===== config.mk =====
export PLATFORM = sky130hd
export DESIGN_NAME = eer_error_reporter
export DESIGN_NICKNAME = d
export VERILOG_FILES = /design/src/hw/eer_pkg.sv /design/src/hw/eer_error_reporter.sv
export SDC_FILE = /design/constraint.sdc
export NUM_CORES = 1
export LEC_CHECK = 0
export BUFFER_PORTS_ARGS = -buffer_cell sky130_fd_sc_hd__buf_4
export CORE_MARGIN = 1.5
export CORE_UTILIZATION = 50
export CTS_CLUSTER_SIZE = 12
export DETAILED_ROUTE_END_ITERATION = 16
export HOLD_SLACK_MARGIN = 0.1
export PLACE_DENSITY = 0.74
export SYNTH_ARGS = -nofsm -noshare
export SYNTH_HDL_FRONTEND = slang
export SYNTH_SLANG_ARGS = --single-unit

===== constraint.sdc =====
create_clock -name clk -period 6.9 [get_ports clk]
set_input_delay 0.345 -clock clk [delete_from_list [all_inputs] [get_ports clk]]
set_output_delay 0.345 -clock clk [all_outputs]
set_load 0.1 [all_outputs]

===== src/hw/eer_pkg.sv =====
`default_nettype none
package eer_pkg;
   // Object dictionary indices
   localparam logic [15:0] IDX_ERROR_BYTE     = 16'h1001;
   localparam logic [15:0] IDX_MFR_ERROR_WORD = 16'h1002;
   localparam logic [15:0] IDX_ERROR_HISTORY  = 16'h1003;
   localparam logic [15:0] IDX_INHIBIT_TIME   = 16'h1015;
   localparam logic [7:0]  SUB_ZERO           = 8'h00;
   localparam int          HISTORY_DEPTH      = 5;
   localparam logic [7:0]  HISTORY_MAX        = 8'h05;

   // Manufacturer error word bit positions
   localparam int BIT_GUARD      = 15;
   localparam int BIT_RX_OVERRUN = 10;
   localparam int BIT_BUS_OFF    = 9;
   localparam int BIT_WARNING    = 8;
   localparam int BIT_SELF_TEST  = 7;
   localparam int BIT_CRC        = 4;
   localparam int BIT_TEMP       = 3;
   localparam int BIT_Y_AXIS     = 2;
   localparam int BIT_X_AXIS     = 1;
   localparam logic [31:0] MFR_WORD_RESET = 32'h0000_0000;

   // One-byte error register bit positions
   localparam int EB_ANY     = 0;
   localparam int EB_TEMP    = 3;
   localparam int EB_COMM    = 4;
   localparam int EB_PROFILE = 5;
   localparam int EB_HW      = 7;

   // Error codes
   localparam logic [15:0] CODE_RESET     = 16'h0000;
   localparam logic [15:0] CODE_GENERIC   = 16'h1030;
   localparam logic [15:0] CODE_TEMP      = 16'h4200;
   localparam logic [15:0] CODE_HW        = 16'h5000;
   localparam logic [15:0] CODE_X_AXIS    = 16'h5010;
   localparam logic [15:0] CODE_Y_AXIS    = 16'h5020;
   localparam logic [15:0] CODE_OVERFLOW  = 16'h8110;
   localparam logic [15:0] CODE_WARNING   = 16'h8120;
   localparam logic [15:0] CODE_GUARD     = 16'h8130;
   localparam logic [15:0] CODE_BUS_OFF   = 16'h8140;

   localparam logic [10:0] EMCY_ID_BASE   = 11'h080;
   localparam logic [15:0] INHIBIT_RESET  = 16'h0000;

   // Inhibit unit timing
   localparam int INHIBIT_UNIT_NS = 100000;
   localparam int CLK_PERIOD_NS   = 8;
   localparam int INHIBIT_UNIT_CYCLES = INHIBIT_UNIT_NS / CLK_PERIOD_NS;

   typedef struct packed {
      logic guardErr;
      logic rxOverrun;
      logic busOff;
      logic canWarning;
      logic selfTestFault;
      logic crcFault;
      logic tempErr;
      logic yRange;
      logic xRange;
   } eer_cond_t;

   typedef struct packed {
      logic [10:0] cobId;
      logic [63:0] data;
   } eer_frame_t;

   typedef struct packed {
      logic        rd;
      logic        wr;
      logic [15:0] index;
      logic [7:0]  sub;
      logic [31:0] wdata;
   } eer_od_req_t;
endpackage
`default_nettype wire


===== src/hw/eer_error_reporter.sv =====
// Functional notes
// - Live 32-bit error word tracks conditions
// - Word: zeros, comm field, device field
// - Comm bits: guard, overrun, bus-off, warning
// - Device bits: self-test, CRC, temperature
// - Device bits 1/2 flag X/Y range
// - Low 16 word bits go into emergency
// - History: count plus five newest entries
// - New event shifts history, oldest dropped
// - Entry: fields high, code low
// - Device-side error code values
// - Communication error code values
// - New error queues an emergency message
// - Clearing sends error-reset emergency
// - Emergency identifier is 80h plus node
// - Payload: code, byte, comm, device, zeros
// - Error code low byte first
// - Inhibit time spaces emergencies, 100 us units
// - Range error sets byte bits 5, 0
// - Byte bits 0, 3, 7 meanings
// - Byte bit 4 on communication error
`timescale 1ns/100ps
`default_nettype none
module eer_error_reporter #(
   parameter int INHIBIT_UNIT_CYCLES = eer_pkg::INHIBIT_UNIT_CYCLES
) (
   input  wire logic                 clk,
   input  wire logic                 reset,
   input  wire eer_pkg::eer_cond_t   cond,
   input  wire logic [6:0]           nodeId,
   input  wire eer_pkg::eer_od_req_t odReq,
   output logic                      odAck,
   output logic                      odError,
   output logic [31:0]               odRdata,
   output eer_pkg::eer_frame_t       emcyFrame,
   output logic                      emcyValid,
   input  wire logic                 emcyReady,
   output logic [31:0]               mfrErrorWord,
   output logic [7:0]                errorByte
);

   logic [31:0] history [1:eer_pkg::HISTORY_DEPTH];
   logic [7:0]  histCount;
   logic [15:0] inhibitTime;
   logic [15:0] inhibitLeft;
   logic [31:0] tickCnt;
   logic        tick;
   logic        eventSeen;
   logic        pending;
   logic [15:0] pendCode;
   logic [31:0] next_word;
   logic [7:0]  next_byte;
   logic [31:0] rising;
   logic        newEvent;
   logic [15:0] eventCode;
   logic        inhibitBusy;

   // Highest priority newly set condition picks the code
   function automatic logic [15:0] pickCode(input logic [31:0] r);
      logic [15:0] c;
      c = eer_pkg::CODE_GENERIC;
      if (r[eer_pkg::BIT_SELF_TEST] || r[eer_pkg::BIT_CRC])
         c = eer_pkg::CODE_HW;
      else if (r[eer_pkg::BIT_TEMP])
         c = eer_pkg::CODE_TEMP;
      else if (r[eer_pkg::BIT_X_AXIS])
         c = eer_pkg::CODE_X_AXIS;
      else if (r[eer_pkg::BIT_Y_AXIS])
         c = eer_pkg::CODE_Y_AXIS;
      else if (r[eer_pkg::BIT_RX_OVERRUN])
         c = eer_pkg::CODE_OVERFLOW;
      else if (r[eer_pkg::BIT_WARNING])
         c = eer_pkg::CODE_WARNING;
      else if (r[eer_pkg::BIT_GUARD])
         c = eer_pkg::CODE_GUARD;
      else if (r[eer_pkg::BIT_BUS_OFF])
         c = eer_pkg::CODE_BUS_OFF;
      return c;
   endfunction

   always_comb begin
      next_word = 32'h0000_0000;
      next_word[eer_pkg::BIT_GUARD]      = cond.guardErr;
      next_word[eer_pkg::BIT_RX_OVERRUN] = cond.rxOverrun;
      next_word[eer_pkg::BIT_BUS_OFF]    = cond.busOff;
      next_word[eer_pkg::BIT_WARNING]    = cond.canWarning;
      next_word[eer_pkg::BIT_SELF_TEST]  = cond.selfTestFault;
      next_word[eer_pkg::BIT_CRC]        = cond.crcFault;
      next_word[eer_pkg::BIT_TEMP]       = cond.tempErr;
      next_word[eer_pkg::BIT_Y_AXIS]     = cond.yRange;
      next_word[eer_pkg::BIT_X_AXIS]     = cond.xRange;
   end

   always_comb begin
      next_byte = 8'h00;
      next_byte[eer_pkg::EB_ANY]     = |next_word;
      next_byte[eer_pkg::EB_TEMP]    = next_word[eer_pkg::BIT_TEMP];
      next_byte[eer_pkg::EB_COMM]    = |next_word[15:8];
      next_byte[eer_pkg::EB_PROFILE] = next_word[eer_pkg::BIT_X_AXIS] |
                                       next_word[eer_pkg::BIT_Y_AXIS];
      next_byte[eer_pkg::EB_HW]      = next_word[eer_pkg::BIT_SELF_TEST] |
                                       next_word[eer_pkg::BIT_CRC];
   end

   // Any change of the word is an event; pure clearing reports a reset
   always_comb begin
      rising    = next_word & ~mfrErrorWord;
      newEvent  = (next_word != mfrErrorWord);
      eventCode = (|rising) ? pickCode(rising) : eer_pkg::CODE_RESET;
   end

   // Live word and error byte
   always_ff @(posedge clk) begin
      if (reset) begin
         mfrErrorWord <= eer_pkg::MFR_WORD_RESET;
         errorByte    <= 8'h00;
         eventSeen    <= 1'b0;
      end else begin
         mfrErrorWord <= next_word;
         errorByte    <= next_byte;
         eventSeen    <= newEvent;
      end
   end

   // History shift register and count
   always_ff @(posedge clk) begin
      if (reset) begin
         histCount <= 8'h00;
         for (int i = 1; i <= eer_pkg::HISTORY_DEPTH; i++)
            history[i] <= 32'h0000_0000;
      end else if (newEvent) begin
         for (int i = eer_pkg::HISTORY_DEPTH; i > 1; i--)
            history[i] <= history[i-1];
         history[1] <= {next_word[15:0], eventCode};
         if (histCount < eer_pkg::HISTORY_MAX)
            histCount <= histCount + 8'h01;
      end
   end

   // Divider for the 100 us inhibit unit
   always_ff @(posedge clk) begin
      if (reset || !inhibitBusy) begin
         tickCnt <= 32'h0000_0000;
         tick    <= 1'b0;
      end else if (tickCnt == 32'(INHIBIT_UNIT_CYCLES - 1)) begin
         tickCnt <= 32'h0000_0000;
         tick    <= 1'b1;
      end else begin
         tickCnt <= tickCnt + 32'h0000_0001;
         tick    <= 1'b0;
      end
   end

   assign inhibitBusy = (inhibitLeft != 16'h0000);

   // Pending request, latest code wins; held while inhibited
   always_ff @(posedge clk) begin
      if (reset) begin
         pending  <= 1'b0;
         pendCode <= eer_pkg::CODE_RESET;
      end else if (eventSeen) begin
         pending  <= 1'b1;
         pendCode <= history[1][15:0];
      end else if (pending && !emcyValid && !inhibitBusy) begin
         pending  <= 1'b0;
      end
   end

   // Frame builder and inhibit timer
   always_ff @(posedge clk) begin
      if (reset) begin
         emcyValid   <= 1'b0;
         emcyFrame   <= '0;
         inhibitLeft <= 16'h0000;
      end else begin
         if (emcyValid && emcyReady) begin
            emcyValid   <= 1'b0;
            inhibitLeft <= inhibitTime;
         end else if (tick && inhibitBusy) begin
            inhibitLeft <= inhibitLeft - 16'h0001;
         end
         if (pending && !emcyValid && !inhibitBusy && !eventSeen) begin
            emcyValid       <= 1'b1;
            emcyFrame.cobId <= eer_pkg::EMCY_ID_BASE + {4'h0, nodeId};
            emcyFrame.data  <= {pendCode[7:0], pendCode[15:8],
                                errorByte,
                                mfrErrorWord[15:8],
                                mfrErrorWord[7:0],
                                24'h000000};
         end
      end
   end

   // Dictionary access: read data one cycle after the request
   always_ff @(posedge clk) begin
      if (reset) begin
         inhibitTime <= eer_pkg::INHIBIT_RESET;
         odAck       <= 1'b0;
         odError     <= 1'b0;
         odRdata     <= 32'h0000_0000;
      end else begin
         odAck   <= odReq.rd | odReq.wr;
         odError <= 1'b0;
         odRdata <= 32'h0000_0000;
         if (odReq.wr) begin
            if (odReq.index == eer_pkg::IDX_INHIBIT_TIME && odReq.sub == eer_pkg::SUB_ZERO)
               inhibitTime <= odReq.wdata[15:0];
            else
               odError <= 1'b1;
         end else if (odReq.rd) begin
            case (odReq.index)
               eer_pkg::IDX_ERROR_BYTE: begin
                  odRdata <= {24'h000000, errorByte};
                  odError <= (odReq.sub != eer_pkg::SUB_ZERO);
               end
               eer_pkg::IDX_MFR_ERROR_WORD: begin
                  odRdata <= mfrErrorWord;
                  odError <= (odReq.sub != eer_pkg::SUB_ZERO);
               end
               eer_pkg::IDX_ERROR_HISTORY: begin
                  if (odReq.sub == eer_pkg::SUB_ZERO)
                     odRdata <= {24'h000000, histCount};
                  else if (odReq.sub <= eer_pkg::HISTORY_MAX)
                     odRdata <= history[odReq.sub[2:0]];
                  else
                     odError <= 1'b1;
               end
               eer_pkg::IDX_INHIBIT_TIME: begin
                  odRdata <= {16'h0000, inhibitTime};
                  odError <= (odReq.sub != eer_pkg::SUB_ZERO);
               end
               default: odError <= 1'b1;
            endcase
         end
      end
   end

endmodule
`default_nettype wire


After elaboration in Yosys (flattened, before gate mapping)
Memories as Yosys holds them, arrays and structs flattened.
Cells that the tools add are included.
{"block": "totals", "regBits": 217, "mem_bits_rw": 160, "inputBits": 77, "out_inout_bits": 150, "wordCells": 102, "memories": 1}
{"block": "op_classes", "n_addsub": 4, "magnitude_cmp": 2, "n_eq_ne": 6, "muxes": 35, "n_bitwise": 11, "reduce_logical": 25}
{"memory": "history", "words": 5, "word_bits": 32, "read_ports": 5, "rd_clocked_by_memory_dff": 0, "wr": 5, "line": "eer_error_reporter.sv:42", "source": "logic [31:0] history [1:eer_pkg::HISTORY_DEPTH];"}
{"cell": "32-bit 2-to-1 mux", "count": 7}
{"cell": "16-bit 2-to-1 mux", "count": 11}
{"cell": "32-bit one-hot mux with 4 select lines", "count": 1}
{"cell": "16-bit by 13-bit == test with 1-bit output, second input constant", "count": 4}
{"cell": "32-bit by 1-bit adder with 32-bit output, second input constant", "count": 1}
{"cell": "16-bit by 32-bit bitwise AND with 32-bit output", "count": 1}
{"cell": "32-bit by 14-bit == test with 1-bit output, second input constant", "count": 1}
{"cell": "16-bit by 32-bit != test with 1-bit output", "count": 1}
{"cell": "32-bit inverter", "count": 1}
{"cell": "32-bit OR reduction", "count": 1}
{"cell": "16-bit nonzero test", "count": 1}
{"cell": "16-bit by 1-bit subtractor with 16-bit output, second input constant", "count": 1}
{"cell": "1-bit 2-to-1 mux", "count": 15}
{"cell": "8-bit by 7-bit adder with 9-bit output, first input constant", "count": 1}
{"cell": "9-bit OR reduction", "count": 1}
{"cell": "8-bit by 1-bit adder with 8-bit output, second input constant", "count": 1}
{"cell": "8-bit by 3-bit less-or-equal comparator with 1-bit output, second input constant", "count": 1}
{"cell": "8-bit zero test", "count": 1}
{"cell": "8-bit by 3-bit less-than comparator with 1-bit output, second input constant", "count": 1}
{"cell": "1-bit OR", "count": 8}
{"cell": "8-bit nonzero test", "count": 1}
{"cell": "1-bit logical AND", "count": 6}
{"cell": "2-bit nonzero test", "count": 3}
{"cell": "3-bit OR reduction", "count": 2}
{"cell": "other kinds (7)", "count": 11}

Logic depth before layout (Yosys ltp)
{"block": "depth", "depth_word": 12, "ltp_mapped": 9, "mapped_depth_nobuf": 7}

Least setup slack after synthesis
Ideal clock, no wire load.
{"block": "synth_path", "kind": "flip-flop to flip-flop", "start": "register mfrErrorWord[9]", "end": "memory history[1][12] (enable)", "arrival_time_ps": 3498, "required_time_ps": 6099, "slack_ps": 2600, "path_stages_with_launch": 6, "synth_period_minus_slack_ps": 4300, "cell_sequence": "dfxtp_1 inv_1 ha_1 nand4_1 nor3_1 nand2b_1"}
{"element": "start, declared", "line": "eer_error_reporter.sv:38", "source": "output logic [31:0] mfrErrorWord,"}
{"element": "start signal, assigned", "line": "eer_error_reporter.sv:115", "source": "mfrErrorWord <= eer_pkg::MFR_WORD_RESET;"}
{"element": "start signal, assigned", "line": "eer_error_reporter.sv:119", "source": "mfrErrorWord <= next_word;"}
{"element": "end, declared", "line": "eer_error_reporter.sv:42"}

==> results_dict.tcl <==
set metrics [dict create \
    crit_path_start_kind "register" \
    ratio_of_cells_with_drive_above_1_in_the_final_layout 0.146 \
    place_worst_setup_slack_ns 3.75 \
    maxCapViolations 0 \
    tritoncts_clock_tree "yes" \
    yosysMostFrequentCell "sky130_fd_sc_hd__dfxtp_1" \
    cts-root-buf "sky130_fd_sc_hd__clkbuf_16" \
    hold_violations 0 \
    remaining_antenna_violation_count 0 \
    synthFlopType "sky130_fd_sc_hd__dfxtp_1" \
    postCtsSetupRepairBufs 0 \
    viasPerCell 5.20 \
    detailroute.wirelength.met2_um 10800 \
    data_required_time_at_the_worst_endpoint_ns 7.23 \
    start_util 0.511 \
    setup_repair_after_global_routing_missed_its_margin "false" \
    gpl.final_weighted_congestion 0.859 \
    worst_ir_drop_vdd_mv 0.186 \
    dpl_cell_area_um2 11200 \
    initial_antenna_violation_count 0 \
    timing_worst_slew_pin_value_ns 1.24 \
    timing.setup.tns_ns 0 \
    first_global_vias 7515 \
    report.power.total_mw 3.19 \
    cts.reportedPaths.clkPinSlew_ns 0.06 \
    hpwlAfterDp_um 16000 \
    synth.top_cells.by_count "sky130_fd_sc_hd__dfxtp_1 (151), sky130_fd_sc_hd__nand2_1 (122), sky130_fd_sc_hd__nor2_1 (116)" \
    syn_area_um2 10300 \
    hold-path-endpoint "emcyValid$_SDFFE_PP0P_" \
    top_cell_type_by_total_area_after_synthesis "sky130_fd_sc_hd__dfxtp_1" \
    grt_pass1_wl_um 38500 \
    critical_path.reg2reg.startpoint "mfrErrorWord[3]$_SDFF_PP0_" \
    synth.top_cells.by_area "sky130_fd_sc_hd__dfxtp_1 (29%), sky130_fd_sc_hd__edfxtp_1 (23%), sky130_fd_sc_hd__buf_4 (5.9%)" \
    postLayoutCoreUtil 0.604 \
    antenna_cells_inserted 0 \
    maxSlewHeadroom 0.175 \
    numCtsBuffers 25 \
    hold_path_class "in2reg" \
    drt_drc_violations_left 0 \
    drt_iter0_markers 758 \
    reg2reg_to "history[1][6]$_SDFFCE_PP0P_" \
    cts_max_path_buffers 3 \
    routed-via-count 7759 \
    worst_hold_path.num_cells 3 \
    cts-hold-fix-buffers 29 \
    synth_area_per_cell_um2 9.70 \
    final.min_clock_period_ns 3.13 \
    ys_ff_latch 231 \
    htree_levels 1 \
    critPathArrivalTime_ns 3.46 \
    synth_seq_area_share 0.524 \
    wl_met1_um 10500 \
    count_of_tritonroute_iterations_in_the_first_routing_pass 5 \
    fin_area_um2 12200 \
    pin_count_of_the_biggest_net_entering_global_routing 81 \
    areaGrowthSynthToFinish_pct 18.1 \
    nets 1298 \
    placementRows 52 \
    crit_type "reg2reg" \
    critPathCaptureType "register" \
    synth.lib_cells_used.distinct 51 \
    synth_top_area_share 0.292 \
    r2r.worst_path.cells 9 \
    dr.max_layer_used "met4" \
    clkLatencyLatePin_ns 0.52 \
    tritoncts_sinks 231 \
    timing.final.ws_setup_ns 3.77 \
    clock_skews_ns 0.0108 \
    synth_warnings 0 \
    die-width_um 147 \
    cts.repair.resized 0 \
    netlist_instances 1067 \
    reg2reg_setup_slack_ns 3.77 \
    coreArea_um2 20200 \
    global_route.overflow_total 0 \
    total_leakage_power_nw 5.02 \
    timing.critical_path.fanout_max 37 \
    timing.final.crit_share 0.454 \
    clock.fmax_ghz 0.319 \
    finalSetupViolations 0 \
    ys_async_sr_fraction 0 \
    die_h_um 147 \
    die_area_um2 21600 \
    boundaryPins 227 \
    routed_wl_um 23700 \
    routed_wire_length_per_instance_um 15.9 \
    hold_start "emcyReady" \
    port_buffers 132 \
    power.density_cell_area_nw_per_um2 261 \
    grt_use_total 0.220 \
    outcome "complete, no violations" \
    maxSlewViolCount 0 \
    synth_enable_flop_cells 80 \
    met3_length_um 1830 \
]
how the worst max path moves through the flow:
stage	slack (ns)	cells past startpoint	end	from
after floorplan	2.60	5	history[1][12]$_SDFFCE_PP0P_	mfrErrorWord[9]$_SDFF_PP0_
after global placement	3.78	9	history[1][6]$_SDFFCE_PP0P_	mfrErrorWord[3]$_SDFF_PP0_
after detailed placement	3.75	9	history[1][6]$_SDFFCE_PP0P_	mfrErrorWord[3]$_SDFF_PP0_
after CTS	3.75	9	history[1][6]$_SDFFCE_PP0P_	mfrErrorWord[3]$_SDFF_PP0_
after global routing	3.43	9	history[1][6]$_SDFFCE_PP0P_	mfrErrorWord[3]$_SDFF_PP0_
final	3.77	9	history[1][6]$_SDFFCE_PP0P_	mfrErrorWord[3]$_SDFF_PP0_
sequential cells by signal, summed over array words and instances (netlist names), 8 cells and up:
signal / flops
tickCnt: 32
emcyFrame: 28
inhibitTime: 16
histCount: 8
odRdata: 25
mfrErrorWord: 9
history: 80
inhibitLeft: 16
kinds of logic (layout without fill, tap and decap cells):
family                   count (synthesis)  after routing  share of synthesized area
XOR/XNOR                                41             41                     0.0347
other                                    1             78                   0.000362
flip-flops                             231            231                      0.524
AO/OA/AOI/OAI                          134            134                     0.0805
adder cells (fa/ha/maj)                 14             14                     0.0169
multiplexers                            41             41                     0.0397
buffers and inverters                  157            236                     0.0866
AND/OR/NAND/NOR                        448            448                      0.217
worst max-delay path, cell delays in order, from the launching register on:
cell and delay (ns):
sky130_fd_sc_hd__dfxtp_1 0.53, sky130_fd_sc_hd__inv_1 0.09, sky130_fd_sc_hd__ha_1 0.28, sky130_fd_sc_hd__nand3_1 0.07
sky130_fd_sc_hd__nor3_1 0.05, sky130_fd_sc_hd__buf_4 0.17, sky130_fd_sc_hd__nor2_2 0.82, sky130_fd_sc_hd__buf_4 0.47
sky130_fd_sc_hd__nand2_1 0.18, sky130_fd_sc_hd__nor4_1 0.29
layer usage:
metal	vias to the layer above	track usage
li1	3796	-
met1	3636	0.293
met2	289	0.360
met3	38	0.0463
met4	0	0.0702
met5	-	0
area by class of cell:
cell class | instances | area (µm²)
fillers | 1734 | 8010
flip-flops and latches | 231 | 5430
multi-input cells | 756 | 4330
repair buffers | 166 | 1320
clock buffers | 34 | 669
well taps | 270 | 338
inverters | 27 | 101
clock inverters | 9 | 43.8
cells in the final DEF, fill, tap and decap left out, drive strengths merged, types with 29 or more instances in the layout:
cell type | netlist | final
dfxtp | 151 | 151
dlygate4sd3 | 0 | 29
nand2 | 122 | 122
xor2 | 29 | 29
nor2 | 116 | 116
mux2i | 41 | 41
edfxtp | 80 | 80
clkbuf | 43 | 34
a21oi | 71 | 71
conb | 1 | 78
buf | 87 | 137
and2 | 73 | 73
stage by stage:
| stage | std cells | hold WS [ns] |
|---|---|---|
| 2_1_floorplan | 1144 | 0.430 |
| 3_3_place_gp | 1421 | 0.439 |
| 3_5_place_dp | 1421 | 0.445 |
| 4_1_cts | 1493 | 0.103 |
| 5_1_grt | 1493 | 0.110 |
| 6_report | 1493 | 0.112 |
where the power goes:
part	internal (mW)	switching, mW
Combinational	0.108	0.418
Sequential	1.44	0.0338
Clock	0.674	0.519
Total	2.22	0.970
No activity file was read; power rests on OpenSTA's default activity.
